<file path="config.mk">
export PLATFORM = sky130hd
export DESIGN_NAME = sleep_wake_config_protect
export DESIGN_NICKNAME = d
export VERILOG_FILES = /design/src/common/sleep_cfg_pkg.sv /design/src/verilog/clk_div_out.sv /design/src/verilog/sleep_wake_config_protect.sv
export SDC_FILE = /design/constraint.sdc
export NUM_CORES = 1
export LEC_CHECK = 0
export BUFFER_PORTS_ARGS = -buffer_cell sky130_fd_sc_hd__buf_2
export CAP_MARGIN = 5
export CELL_PAD_IN_SITES_DETAIL_PLACEMENT = 0
export CELL_PAD_IN_SITES_GLOBAL_PLACEMENT = 1
export CORE_ASPECT_RATIO = 1.5
export CORE_MARGIN = 3
export CORE_UTILIZATION = 43
export DETAILED_ROUTE_END_ITERATION = 8
export PLACE_DENSITY_LB_ADDON = 0.2
export SETUP_SLACK_MARGIN = 0.05
export SLEW_MARGIN = 20
export SYNTH_ARGS = -nofsm -noshare
export SYNTH_HDL_FRONTEND = slang
export SYNTH_SLANG_ARGS = --single-unit
</file>
<file path="constraint.sdc">
create_clock -name clk_i -period 2.3 [get_ports clk_i]
set_clock_uncertainty 0.2 [all_clocks]
set_input_delay 0.23 -clock clk_i [delete_from_list [all_inputs] [get_ports clk_i]]
set_output_delay 0.23 -clock clk_i [all_outputs]
set_load 0.05 [all_outputs]
</file>
<file path="src/common/sleep_cfg_pkg.sv">
/*
 * Package for the sleep, wake and configuration protection block.
 * Holds configuration word layout, test space addresses, oscillator mode codes,
 * reset values and timing counts. Assumes a 14-bit program word.
 */
package sleep_cfg_pkg;

  // Width of one program memory or configuration word.
  localparam int unsigned WORD_W = 14;

  // Width of a programmer address.
  localparam int unsigned ADDR_W = 14;

  // Test space addresses reached only in programming mode.
  localparam logic [13:0] ID_BASE_ADDR = 14'h2000;
  localparam logic [13:0] ID_LAST_ADDR = 14'h2003;
  localparam logic [13:0] CFG_WORD_ADDR = 14'h2007;
  localparam logic [13:0] TEST_SPACE_BASE = 14'h2000;

  // Field positions inside the configuration word.
  localparam int unsigned CFG_OSC_LO_POS = 0;
  localparam int unsigned CFG_OSC_HI_POS = 1;
  localparam int unsigned CFG_WDT_POS = 2;
  localparam int unsigned CFG_PWRT_POS = 3;
  localparam int unsigned CFG_CP_POS = 4;

  // Erased configuration word: every bit unprogrammed reads as one.
  localparam logic [13:0] CFG_ERASED = 14'h3fff;

  // Mask of implemented configuration bits.
  localparam logic [13:0] CFG_IMPL_MASK = 14'h001f;

  // Erased program word value.
  localparam logic [13:0] WORD_ERASED = 14'h3fff;

  // Oscillator select codes.
  localparam logic [1:0] OSC_LOW_POWER_CRYSTAL = 2'h0;
  localparam logic [1:0] OSC_STANDARD_CRYSTAL = 2'h1;
  localparam logic [1:0] OSC_HIGH_SPEED_CRYSTAL = 2'h2;
  localparam logic [1:0] OSC_RESISTOR_CAPACITOR = 2'h3;

  // Oscillator start-up delay in oscillator periods.
  localparam int unsigned OST_PERIODS = 1024;

  // Clock output divide ratio.
  localparam int unsigned CLK_DIV_RATIO = 4;
  localparam int unsigned CLK_DIV_HALF = CLK_DIV_RATIO / 2;

  // Reset values of the status flags.
  localparam logic POWERDOWN_FLAG_RST = 1'b1;
  localparam logic TIMEOUT_FLAG_RST = 1'b1;

  // Sequencer states.
  typedef enum logic [1:0] {
    ST_RUN,
    ST_SLEEP,
    ST_START_UP
  } seq_state_e;

endpackage

</file>
<file path="src/verilog/clk_div_out.sv">
/*
 * Divide-by-four clock output generator for resistor-capacitor mode.
 * Assumes clk_i is the selected oscillator; output is a registered level.
 */
`timescale 1ns/10ps
`default_nettype none

module clk_div_out
  import sleep_cfg_pkg::*;
(
  input  wire logic clk_i,
  input  wire logic rstn_i,
  input  wire logic enable_i,
  output var  logic div_clk_o
);

  // Counts oscillator periods within half an output period.
  logic [1:0] cnt_q;
  // The divided clock level.
  logic       div_q;
  // Terminal count reached.
  wire        half_done = (cnt_q == 2'(CLK_DIV_HALF - 1));

  // The divider runs only while enabled and holds low otherwise.
  always_ff @(posedge clk_i or negedge rstn_i) begin
    if (!rstn_i) begin
      cnt_q <= 2'h0;
      div_q <= 1'b0;
    end else if (!enable_i) begin
      cnt_q <= 2'h0;
      div_q <= 1'b0;
    end else if (half_done) begin
      cnt_q <= 2'h0;
      div_q <= ~div_q;
    end else begin
      cnt_q <= cnt_q + 2'h1;
    end
  end

  assign div_clk_o = div_q;

endmodule

`default_nettype wire

</file>
<file path="src/verilog/sleep_wake_config_protect.sv">
/*
 * Sleep and wake sequencer, configuration word, ID words and code protection.
 * Assumes a core that pulses sleep and watchdog clear instructions, an
 * external programmer port and synchronous inputs on one clock.
 */
`timescale 1ns/10ps
`default_nettype none

module sleep_wake_config_protect
  import sleep_cfg_pkg::*;
(
  input  wire logic              clk_i,
  input  wire logic              rstn_i,
  input  wire logic              master_clear_pin_i,
  input  wire logic              sleep_instr_i,
  input  wire logic              watchdog_clear_instr_i,
  input  wire logic              prescaler_on_wdt_i,
  input  wire logic              wdt_timeout_i,
  input  wire logic              global_irq_enable_i,
  input  wire logic              ext_irq_i,
  input  wire logic              ext_irq_mask_i,
  input  wire logic              port_change_irq_i,
  input  wire logic              port_change_mask_i,
  input  wire logic              eeprom_done_irq_i,
  input  wire logic              eeprom_done_mask_i,
  input  wire logic [7:0]        pin_out_i,
  input  wire logic [7:0]        pin_oe_i,
  input  wire logic              prog_mode_i,
  input  wire logic              prog_wr_i,
  input  wire logic              prog_rd_i,
  input  wire logic              prog_erase_i,
  input  wire logic              prog_data_mem_i,
  input  wire logic [ADDR_W-1:0] prog_addr_i,
  input  wire logic [WORD_W-1:0] prog_wdata_i,
  input  wire logic [WORD_W-1:0] mem_rdata_i,
  output var  logic [WORD_W-1:0] prog_rdata_o,
  output var  logic              prog_rvalid_o,
  output var  logic              mem_wr_o,
  output var  logic              mem_erase_o,
  output var  logic              powerdown_flag_o,
  output var  logic              timeout_flag_o,
  output var  logic              asleep_o,
  output var  logic              osc_driver_on_o,
  output var  logic              core_reset_o,
  output var  logic              wdt_clear_o,
  output var  logic              wake_continue_o,
  output var  logic              wake_branch_o,
  output var  logic              core_run_o,
  output var  logic [7:0]        pin_out_o,
  output var  logic [7:0]        pin_oe_o,
  output var  logic              master_clear_drive_o,
  output var  logic              osc_out_clock_pin_o,
  output var  logic [1:0]        osc_mode_o,
  output var  logic              watchdog_enable_fuse_o,
  output var  logic              powerup_timer_enable_fuse_o,
  output var  logic              code_protect_o
);

  // Oscillator start-up count in clock cycles; one clock is one period.
  localparam int unsigned OstCycles = OST_PERIODS;

  initial begin
    if (WORD_W != 14) $error("Block serves a 14-bit word only.");
  end

  // Sequencer state.
  seq_state_e             state_q, state_d;
  // Start-up counter for crystal modes.
  logic [10:0]            ost_cnt_q;
  // Configuration word and the four ID words.
  logic [WORD_W-1:0]      cfg_q;
  logic [WORD_W-1:0]      id_q [4];
  // Status flags.
  logic                   pd_q;
  logic                   to_q;
  // Wake request remembered as continue or branch.
  logic                   branch_q;
  // Registered outputs.
  logic [WORD_W-1:0]      rdata_q;
  logic                   rvalid_q;
  logic                   mem_wr_q;
  logic                   mem_erase_q;
  logic                   wdt_clr_q;
  logic                   cont_q;
  logic                   brch_q;
  logic                   core_rst_q;
  logic [7:0]             pin_out_q;
  logic [7:0]             pin_oe_q;
  // Erase sequencing: memories first, then the configuration word.
  logic                   erase_pend_q;
  // Registered views of the state, so the sleep, oscillator and run outputs leave a flip-flop.
  logic                   asleep_q, osc_on_q, run_q;

  // Decoded configuration fields.
  wire [1:0] osc_sel   = {cfg_q[CFG_OSC_HI_POS], cfg_q[CFG_OSC_LO_POS]};
  wire       rc_mode   = (osc_sel == OSC_RESISTOR_CAPACITOR);
  wire       wdt_en    = cfg_q[CFG_WDT_POS];
  wire       pwrt_en   = cfg_q[CFG_PWRT_POS];
  wire       protected_w = ~cfg_q[CFG_CP_POS];

  // Wake sources; each interrupt needs its own mask bit.
  wire irq_wake = (ext_irq_i & ext_irq_mask_i) | (port_change_irq_i & port_change_mask_i)
                | (eeprom_done_irq_i & eeprom_done_mask_i);
  wire wdt_wake = wdt_timeout_i & wdt_en;
  wire master_clear_pin_rst = ~master_clear_pin_i;
  wire asleep   = (state_q == ST_SLEEP);
  wire wake_any = asleep & (irq_wake | wdt_wake);
  // Only an executed sleep instruction enters power-down.
  wire go_sleep = (state_q == ST_RUN) & sleep_instr_i & ~master_clear_pin_rst;
  // Branch choice of this wake, or the one remembered across start-up, never an older one.
  wire br_now   = irq_wake & ~wdt_wake & global_irq_enable_i;
  wire br_sel   = wake_any ? br_now : branch_q;
  wire resume   = (state_q != ST_RUN) & (state_d == ST_RUN) & ~master_clear_pin_rst;

  // Programmer address decode.
  wire acc_id   = prog_mode_i & (prog_addr_i >= ID_BASE_ADDR) & (prog_addr_i <= ID_LAST_ADDR);
  wire acc_cfg  = prog_mode_i & (prog_addr_i == CFG_WORD_ADDR);
  wire acc_test = prog_mode_i & (prog_addr_i >= TEST_SPACE_BASE);
  wire acc_mem  = prog_mode_i & ~acc_test;
  wire [1:0] id_idx = prog_addr_i[1:0];
  // Scrambled verify word: upper seven zero, low seven folded.
  wire [WORD_W-1:0] scrambled = {7'h00, mem_rdata_i[6:0] ^ mem_rdata_i[13:7]};
  wire [WORD_W-1:0] cfg_read  = cfg_q | ~CFG_IMPL_MASK;
  wire [WORD_W-1:0] rd_sel =
      acc_cfg ? cfg_read :
      acc_id  ? id_q[id_idx] :
      (acc_mem & protected_w) ? scrambled : mem_rdata_i;
  // Protected data memory gives no read answer at all.
  wire rd_ok = prog_rd_i & (acc_cfg | acc_id | (acc_mem & ~(protected_w & prog_data_mem_i)));
  wire wr_mem_ok = prog_wr_i & acc_mem & ~protected_w;

  // Next state of the sequencer.
  always_comb begin
    state_d = state_q;
    case (state_q)
      ST_RUN: begin
        if (go_sleep) state_d = ST_SLEEP;
      end
      ST_SLEEP: begin
        // Crystal modes wait for the oscillator, RC resumes directly.
        if (wake_any) state_d = rc_mode ? ST_RUN : ST_START_UP;
      end
      ST_START_UP: begin
        if (ost_cnt_q == 11'(OstCycles - 1)) state_d = ST_RUN;
      end
      default: state_d = ST_RUN;
    endcase
    if (master_clear_pin_rst) state_d = ST_RUN;
  end

  // Sequencer, start-up counter and status flags.
  always_ff @(posedge clk_i or negedge rstn_i) begin
    if (!rstn_i) begin
      state_q   <= ST_RUN;
      ost_cnt_q <= 11'h000;
      pd_q      <= POWERDOWN_FLAG_RST;
      to_q      <= TIMEOUT_FLAG_RST;
      branch_q  <= 1'b0;
      asleep_q  <= 1'b0;
      osc_on_q  <= 1'b1;
      run_q     <= 1'b1;
    end else begin
      state_q   <= state_d;
      asleep_q  <= (state_d == ST_SLEEP);
      osc_on_q  <= (state_d != ST_SLEEP);
      run_q     <= (state_d == ST_RUN);
      ost_cnt_q <= (state_q == ST_START_UP) ? ost_cnt_q + 11'h001 : 11'h000;
      // Flags change only from hardware events.
      if (go_sleep) begin
        pd_q <= 1'b0;
        to_q <= 1'b1;
      end else if (wdt_wake && asleep) begin
        to_q <= 1'b0;
      end
      if (wake_any) branch_q <= br_now;
    end
  end

  // Wake results, watchdog clear, pin hold and core reset.
  always_ff @(posedge clk_i or negedge rstn_i) begin
    if (!rstn_i) begin
      wdt_clr_q  <= 1'b0;
      cont_q     <= 1'b0;
      brch_q     <= 1'b0;
      core_rst_q <= 1'b1;
      pin_out_q  <= 8'h00;
      pin_oe_q   <= 8'h00;
    end else begin
      // Sleep clears the watchdog and, if assigned, its prescaler.
      wdt_clr_q  <= go_sleep | ((state_q == ST_RUN) & watchdog_clear_instr_i);
      cont_q     <= resume & ~br_sel;
      brch_q     <= resume & br_sel;
      core_rst_q <= master_clear_pin_rst;
      // Pins freeze while asleep.
      if (!asleep && !go_sleep) begin
        pin_out_q <= pin_out_i;
        pin_oe_q  <= pin_oe_i;
      end
    end
  end

  // Programmer port: configuration, ID words and memory guard.
  always_ff @(posedge clk_i or negedge rstn_i) begin
    if (!rstn_i) begin
      cfg_q        <= CFG_ERASED;
      id_q         <= '{default: WORD_ERASED};
      rdata_q      <= 14'h0000;
      rvalid_q     <= 1'b0;
      mem_wr_q     <= 1'b0;
      mem_erase_q  <= 1'b0;
      erase_pend_q <= 1'b0;
    end else begin
      rvalid_q    <= rd_ok;
      rdata_q     <= rd_ok ? rd_sel : 14'h0000;
      mem_wr_q    <= wr_mem_ok;
      mem_erase_q <= prog_mode_i & prog_erase_i;
      // Fuse erased to all ones one cycle after the memory erase strobe.
      erase_pend_q <= prog_mode_i & prog_erase_i;
      if (erase_pend_q) begin
        cfg_q <= CFG_ERASED;
      end else if (prog_wr_i && acc_cfg) begin
        // Programming only clears bits; only erase or reset sets them.
        cfg_q <= cfg_q & (prog_wdata_i | ~CFG_IMPL_MASK);
      end
      if (prog_wr_i && acc_id) id_q[id_idx] <= prog_wdata_i;
    end
  end

  // Clock output for resistor-capacitor mode.
  clk_div_out u_clk_div (
    .clk_i     (clk_i),
    .rstn_i    (rstn_i),
    .enable_i  (rc_mode & ~asleep),
    .div_clk_o (osc_out_clock_pin_o)
  );

  assign prog_rdata_o = rdata_q;
  assign prog_rvalid_o = rvalid_q;
  assign mem_wr_o = mem_wr_q;
  assign mem_erase_o = mem_erase_q;
  assign powerdown_flag_o = pd_q;
  assign timeout_flag_o = to_q;
  assign asleep_o = asleep_q;
  assign osc_driver_on_o = osc_on_q;
  assign core_reset_o = core_rst_q;
  assign wdt_clear_o = wdt_clr_q & (prescaler_on_wdt_i | 1'b1);
  assign wake_continue_o = cont_q;
  assign wake_branch_o = brch_q;
  assign core_run_o = run_q;
  assign pin_out_o = pin_out_q;
  assign pin_oe_o = pin_oe_q;
  // Watchdog reset is internal; this pin driver stays off.
  assign master_clear_drive_o = 1'b0;
  assign osc_mode_o = cfg_q[1:0];
  assign watchdog_enable_fuse_o = cfg_q[CFG_WDT_POS];
  assign powerup_timer_enable_fuse_o = cfg_q[CFG_PWRT_POS];
  assign code_protect_o = ~cfg_q[CFG_CP_POS];

  // Sleep entry clears the powerdown flag and sets timeout next cycle.
  a_sleep_flags: assert property (@(posedge clk_i) disable iff (!rstn_i)
    go_sleep |=> (!pd_q && to_q && asleep_o && !osc_driver_on_o))
    else $error("Sleep entry flags wrong.");

  // Without a sleep request, run state never becomes sleep.
  a_sleep_only: assert property (@(posedge clk_i) disable iff (!rstn_i)
    (state_q == ST_RUN && !sleep_instr_i) |=> state_q != ST_SLEEP)
    else $error("Sleep entered without instruction.");

  // Pins stay frozen across sleep.
  a_pin_hold: assert property (@(posedge clk_i) disable iff (!rstn_i)
    (asleep && $past(asleep)) |-> $stable(pin_oe_o) && $stable(pin_out_o))
    else $error("Pins changed in sleep.");

  // Master clear drive never asserted on a watchdog timeout.
  a_master_clear_pin_quiet: assert property (@(posedge clk_i) disable iff (!rstn_i)
    wdt_timeout_i |-> !master_clear_drive_o)
    else $error("Master clear driven.");

  // Unmasked interrupt never wakes.
  a_mask_wake: assert property (@(posedge clk_i) disable iff (!rstn_i)
    (asleep && !irq_wake && !wdt_wake && !master_clear_pin_rst) |=> asleep_o)
    else $error("Woke without enabled source.");

  // Crystal wake passes through start-up for at least eight cycles.
  a_ost_wait: assert property (@(posedge clk_i) disable iff (!rstn_i)
    (asleep && wake_any && !rc_mode && !master_clear_pin_rst) |=> (state_q == ST_START_UP)[*8])
    else $error("Start-up delay skipped.");

  // RC wake resumes at once.
  a_rc_wake: assert property (@(posedge clk_i) disable iff (!rstn_i)
    (asleep && wake_any && rc_mode) |=> core_run_o)
    else $error("RC wake delayed.");

  // Protected memory writes never strobed.
  a_cp_nowrite: assert property (@(posedge clk_i) disable iff (!rstn_i)
    (prog_wr_i && protected_w) |=> !mem_wr_o)
    else $error("Protected write passed.");

  // Protected program verify has upper seven bits zero.
  a_cp_scramble: assert property (@(posedge clk_i) disable iff (!rstn_i)
    (prog_rd_i && acc_mem && protected_w) |=> prog_rdata_o[13:7] == 7'h00)
    else $error("Protected verify leaks.");

  // Configuration word follows the memory erase by one cycle.
  a_erase_order: assert property (@(posedge clk_i) disable iff (!rstn_i)
    (prog_mode_i && prog_erase_i) |=> mem_erase_o ##1 (cfg_q == CFG_ERASED))
    else $error("Erase order broken.");

endmodule

`default_nettype wire

</file>
==> results.yml <==
timing:
  tightest_slew_ns: 0.6454
  rsz0062_at_grt: "no"
  finalMaxSlewViolations: 0
  min_period_over_period_pct: 92.58
  setup_viol: 0
  final_hold_viol_count: 0
  fmax_mhz: 469.6
  fin_crit_ns: 2.129
  fin_tns_setup_ns: 0
  slew-limit-headroom_pct: 56.39
flow_run:
  maxCapViolCount: 0
place:
  place_congestion: 0.7636
  place_area_sq_um: 6441
  port_buffers: 123
  hpwlAfterDp_um: 9457
logic_synthesis:
  synthCells: 415
  ys.flop_type: "dfstp_2"
  yosysUniqueCellTypes: 49
  synth_edf_count: 0
  mappedNetlistNets: 493
  ys_seq_elements: 120
  yosysSeqAreaShare_pct: 56.16
  ys_async_sr_fraction_pct: 100.0
  syn_area_sq_um: 5494
  avgSynthCellArea_sq_um: 13.24
  synth_warnings: 0
worst_setup_path:
  cp_max_fo: 6
  critPathLaunchType: "input port"
  cpPeakStageDelay_ns: 0.59
  crit_buf_inv: 2
  cp.arrival_ns: 2.26
  cp.required_ns: 2.43
  crit_chain: "buf_2, or4_4, buf_4, or4_1, or3b_2, a21o_1"
  worst-setup-path-type: "input port to flip-flop"
  critPathTopFamily: "simple AND/OR/NAND/NOR gates"
  crit_slowest_cell: "or4_1"
  end_kind: "flip-flop"
drt:
  ant_nets: 0
  first_pass_iters: 4
  via_per_inst: 5.115
  vias: 3974
  routed_wl_um: 13260
  remaining_drc_errors: 0
  first_iter_violations: 157
  wl_per_cell_um: 17.06
floorplanning:
  die_w_um: 98.29
  die_h_um: 144.4
  coreArea_sq_um: 12510
  rows: 50
  start_util_pct: 43.91
  io_pins: 126
  die_area_sq_um: 14200
final_layout:
  fillers: 1007
  synthToLayoutAreaGrowth_pct: 36.26
  finalInstanceArea_sq_um: 7486
  layout-drive-gt1-share_pct: 55.07
  seq_area_sq_um: 3085
  multiInputGateArea_sq_um: 2273
  final_nets: 686
  antenna_cells: 0
clock_network:
  numCtsBuffers: 17
  clock-sinks: 120
  cts_buffer_depth: 2
  cts_htree_levels: 4
  cts_tree: "done"
  clockRootBuffer: "clkbuf_16"
  clk_latency_ns: 0.40
  clkSlewWorstSetupHoldPaths_ns: 0.06
  ctsResizeCount: 0
power_and_ir_drop:
  ir_worst_vdd_mv: 0.5962
  power_density_nw_per_um2: 746.3
  p_leak_nw: 3.476
worst_hold_path:
  holdCritPathClass: "input port to flip-flop"
global_route:
  grt_pass1_vias: 4350
  track_usage_pct: 19.60
  grt_first_pass_wirelength_um: 21800
  grt_max_degree: 71
  grt-ovfl-total: 0
  antenna_found_initial: 0
run_status:
  outcome: "complete, no violations"
power by group:
group / total, mW / internal, mW / switching, mW
registers: 2.24 / 2.20 / 0.0417
logic: 0.730 / 0.262 / 0.467
clock network: 2.61 / 1.73 / 0.889
total: 5.59 / 4.19 / 1.40
worst register-to-register path: stages (launching register included):
cell	delay, ns
dfstp_2	0.42
nor4bb_1	0.60
xor2_1	0.17
mux2i_1	0.18
a21oi_1	0.08
layout make-up:
type                    instances  share of cell area, %
flip-flops and latches        120                  41.22
repair buffers                199                  17.75
clock buffers                  23                  6.117
inverters                       5                 0.2507
multi-input cells             265                  30.37
clock inverters                 9                  1.688
well taps                     156                  2.607
logic make-up after synthesis:
logic type	count (synthesis)	share of synthesized area, %
flops	120	56.16
simple gates	100	10.82
mux	93	20.86
compound gates	54	6.787
buf+inv	30	2.528
xor+xnor	16	2.551
fa+ha+maj	1	0.2277
other cells	1	0.06826
Yosys cell counts, types with 6 or more instances:
cell       n  area share, %
mux2_4    10            2.7
o221a_2    7            1.4
xor2_1    13            2.1
mux2i_1   14            2.6
nor4bb_1   7            1.3
nand2_1    9           0.61
a21oi_1   18            1.6
dfrtp_1   54             25
nor2b_1   10            1.1
dfstp_2   66             32
nand2b_1   6           0.68
o21ai_0   10           0.91
mux2_2    62             13
nor2_1    26            1.8
clkbuf_1  15            1.0
mux4_2     7            2.9
nand3_1   12            1.1
routing by layer:
metal	global-route usage (%)	part of all wire, %	vias up
met1	22.20	40	1962
met5	0	0	-
met2	36.26	54	111
met4	5.612	1.1	0
met3	5.116	4.9	14
li1	-	-	1887
what timing repair did:
action | in CTS | in global routing
setup buffers | 0 | 0
hold buffers | 46 | 0
hold endpoints to repair | 217 | 0
worst paths after layout:
kind / start / to / slack (ns) / depth (start not counted)
min in group asynchronous: rstn_i / u_clk_div.div_clk_o / 0.18 / 3
max in group asynchronous: rstn_i / id_q[38] / 1.35 / 3
hold / removal: prog_wr_i / mem_wr_o / 0.03 / 4
hold reg to reg: u_clk_div.cnt_q[0] / u_clk_div.cnt_q[0] / 0.24 / 1
setup reg to reg: cfg_q[4] / prog_rdata_o[3] / 0.54 / 4
setup / recovery: prog_addr_i[9] / cfg_q[1] / 0.17 / 6
registers in the layout, summed over array words and instances, names as in the netlist:
register / count
ost_cnt_q: 11
u_clk_div.cnt_q: 2
timeout_flag_o: 1
state_q: 2
id_q: 56
core_run_o: 1
pin_out_o: 8
core_reset_o: 1
wake_continue_o: 1
mem_wr_o: 1
prog_rdata_o: 14
asleep_o: 1
powerdown_flag_o: 1
erase_pend_q: 1
u_clk_div.div_clk_o: 1
pin_oe_o: 8
branch_q: 1
wdt_clear_o: 1
wake_branch_o: 1
osc_driver_on_o: 1
prog_rvalid_o: 1
cfg_q: 5
through the flow:
stage | cells | setup slack [ns] | power [mW] | util (%) | hold slack [ns]
detailed placement | 699 | -0.2515 | 2.942 | 51.48 | 0.05501
global route | 777 | 0.1305 | 5.807 | 59.83 | 0.02993
floorplan | 415 | -0.1570 | 2.680 | - | -0.2656
CTS | 777 | 0.1741 | 5.644 | 59.83 | 0.01268
global placement | 699 | -0.2130 | 2.933 | 51.48 | 0.05849
finish | 777 | 0.1706 | 5.587 | 59.83 | 0.03256
cells in the final DEF, fill, tap and decap left out, types with 6 or more instances in the layout:
| cell | count |
|---|---|
| nor2_1 | 26 |
| dfstp_2 | 66 |
| nor2b_1 | 10 |
| clkbuf_16 | 17 |
| buf_2 | 122 |
| mux2_2 | 62 |
| a21oi_1 | 18 |
| nand2_1 | 9 |
| nand3_1 | 12 |
| mux4_2 | 7 |
| dlygate4sd3_1 | 46 |
| buf_4 | 29 |
| o221a_2 | 7 |
| o21ai_0 | 10 |
| dfrtp_1 | 54 |
| nor4bb_1 | 7 |
| xor2_1 | 13 |
| nand2b_1 | 6 |
| mux2i_1 | 14 |
| mux2_4 | 10 |
Power figures use the tool's default switching activity.
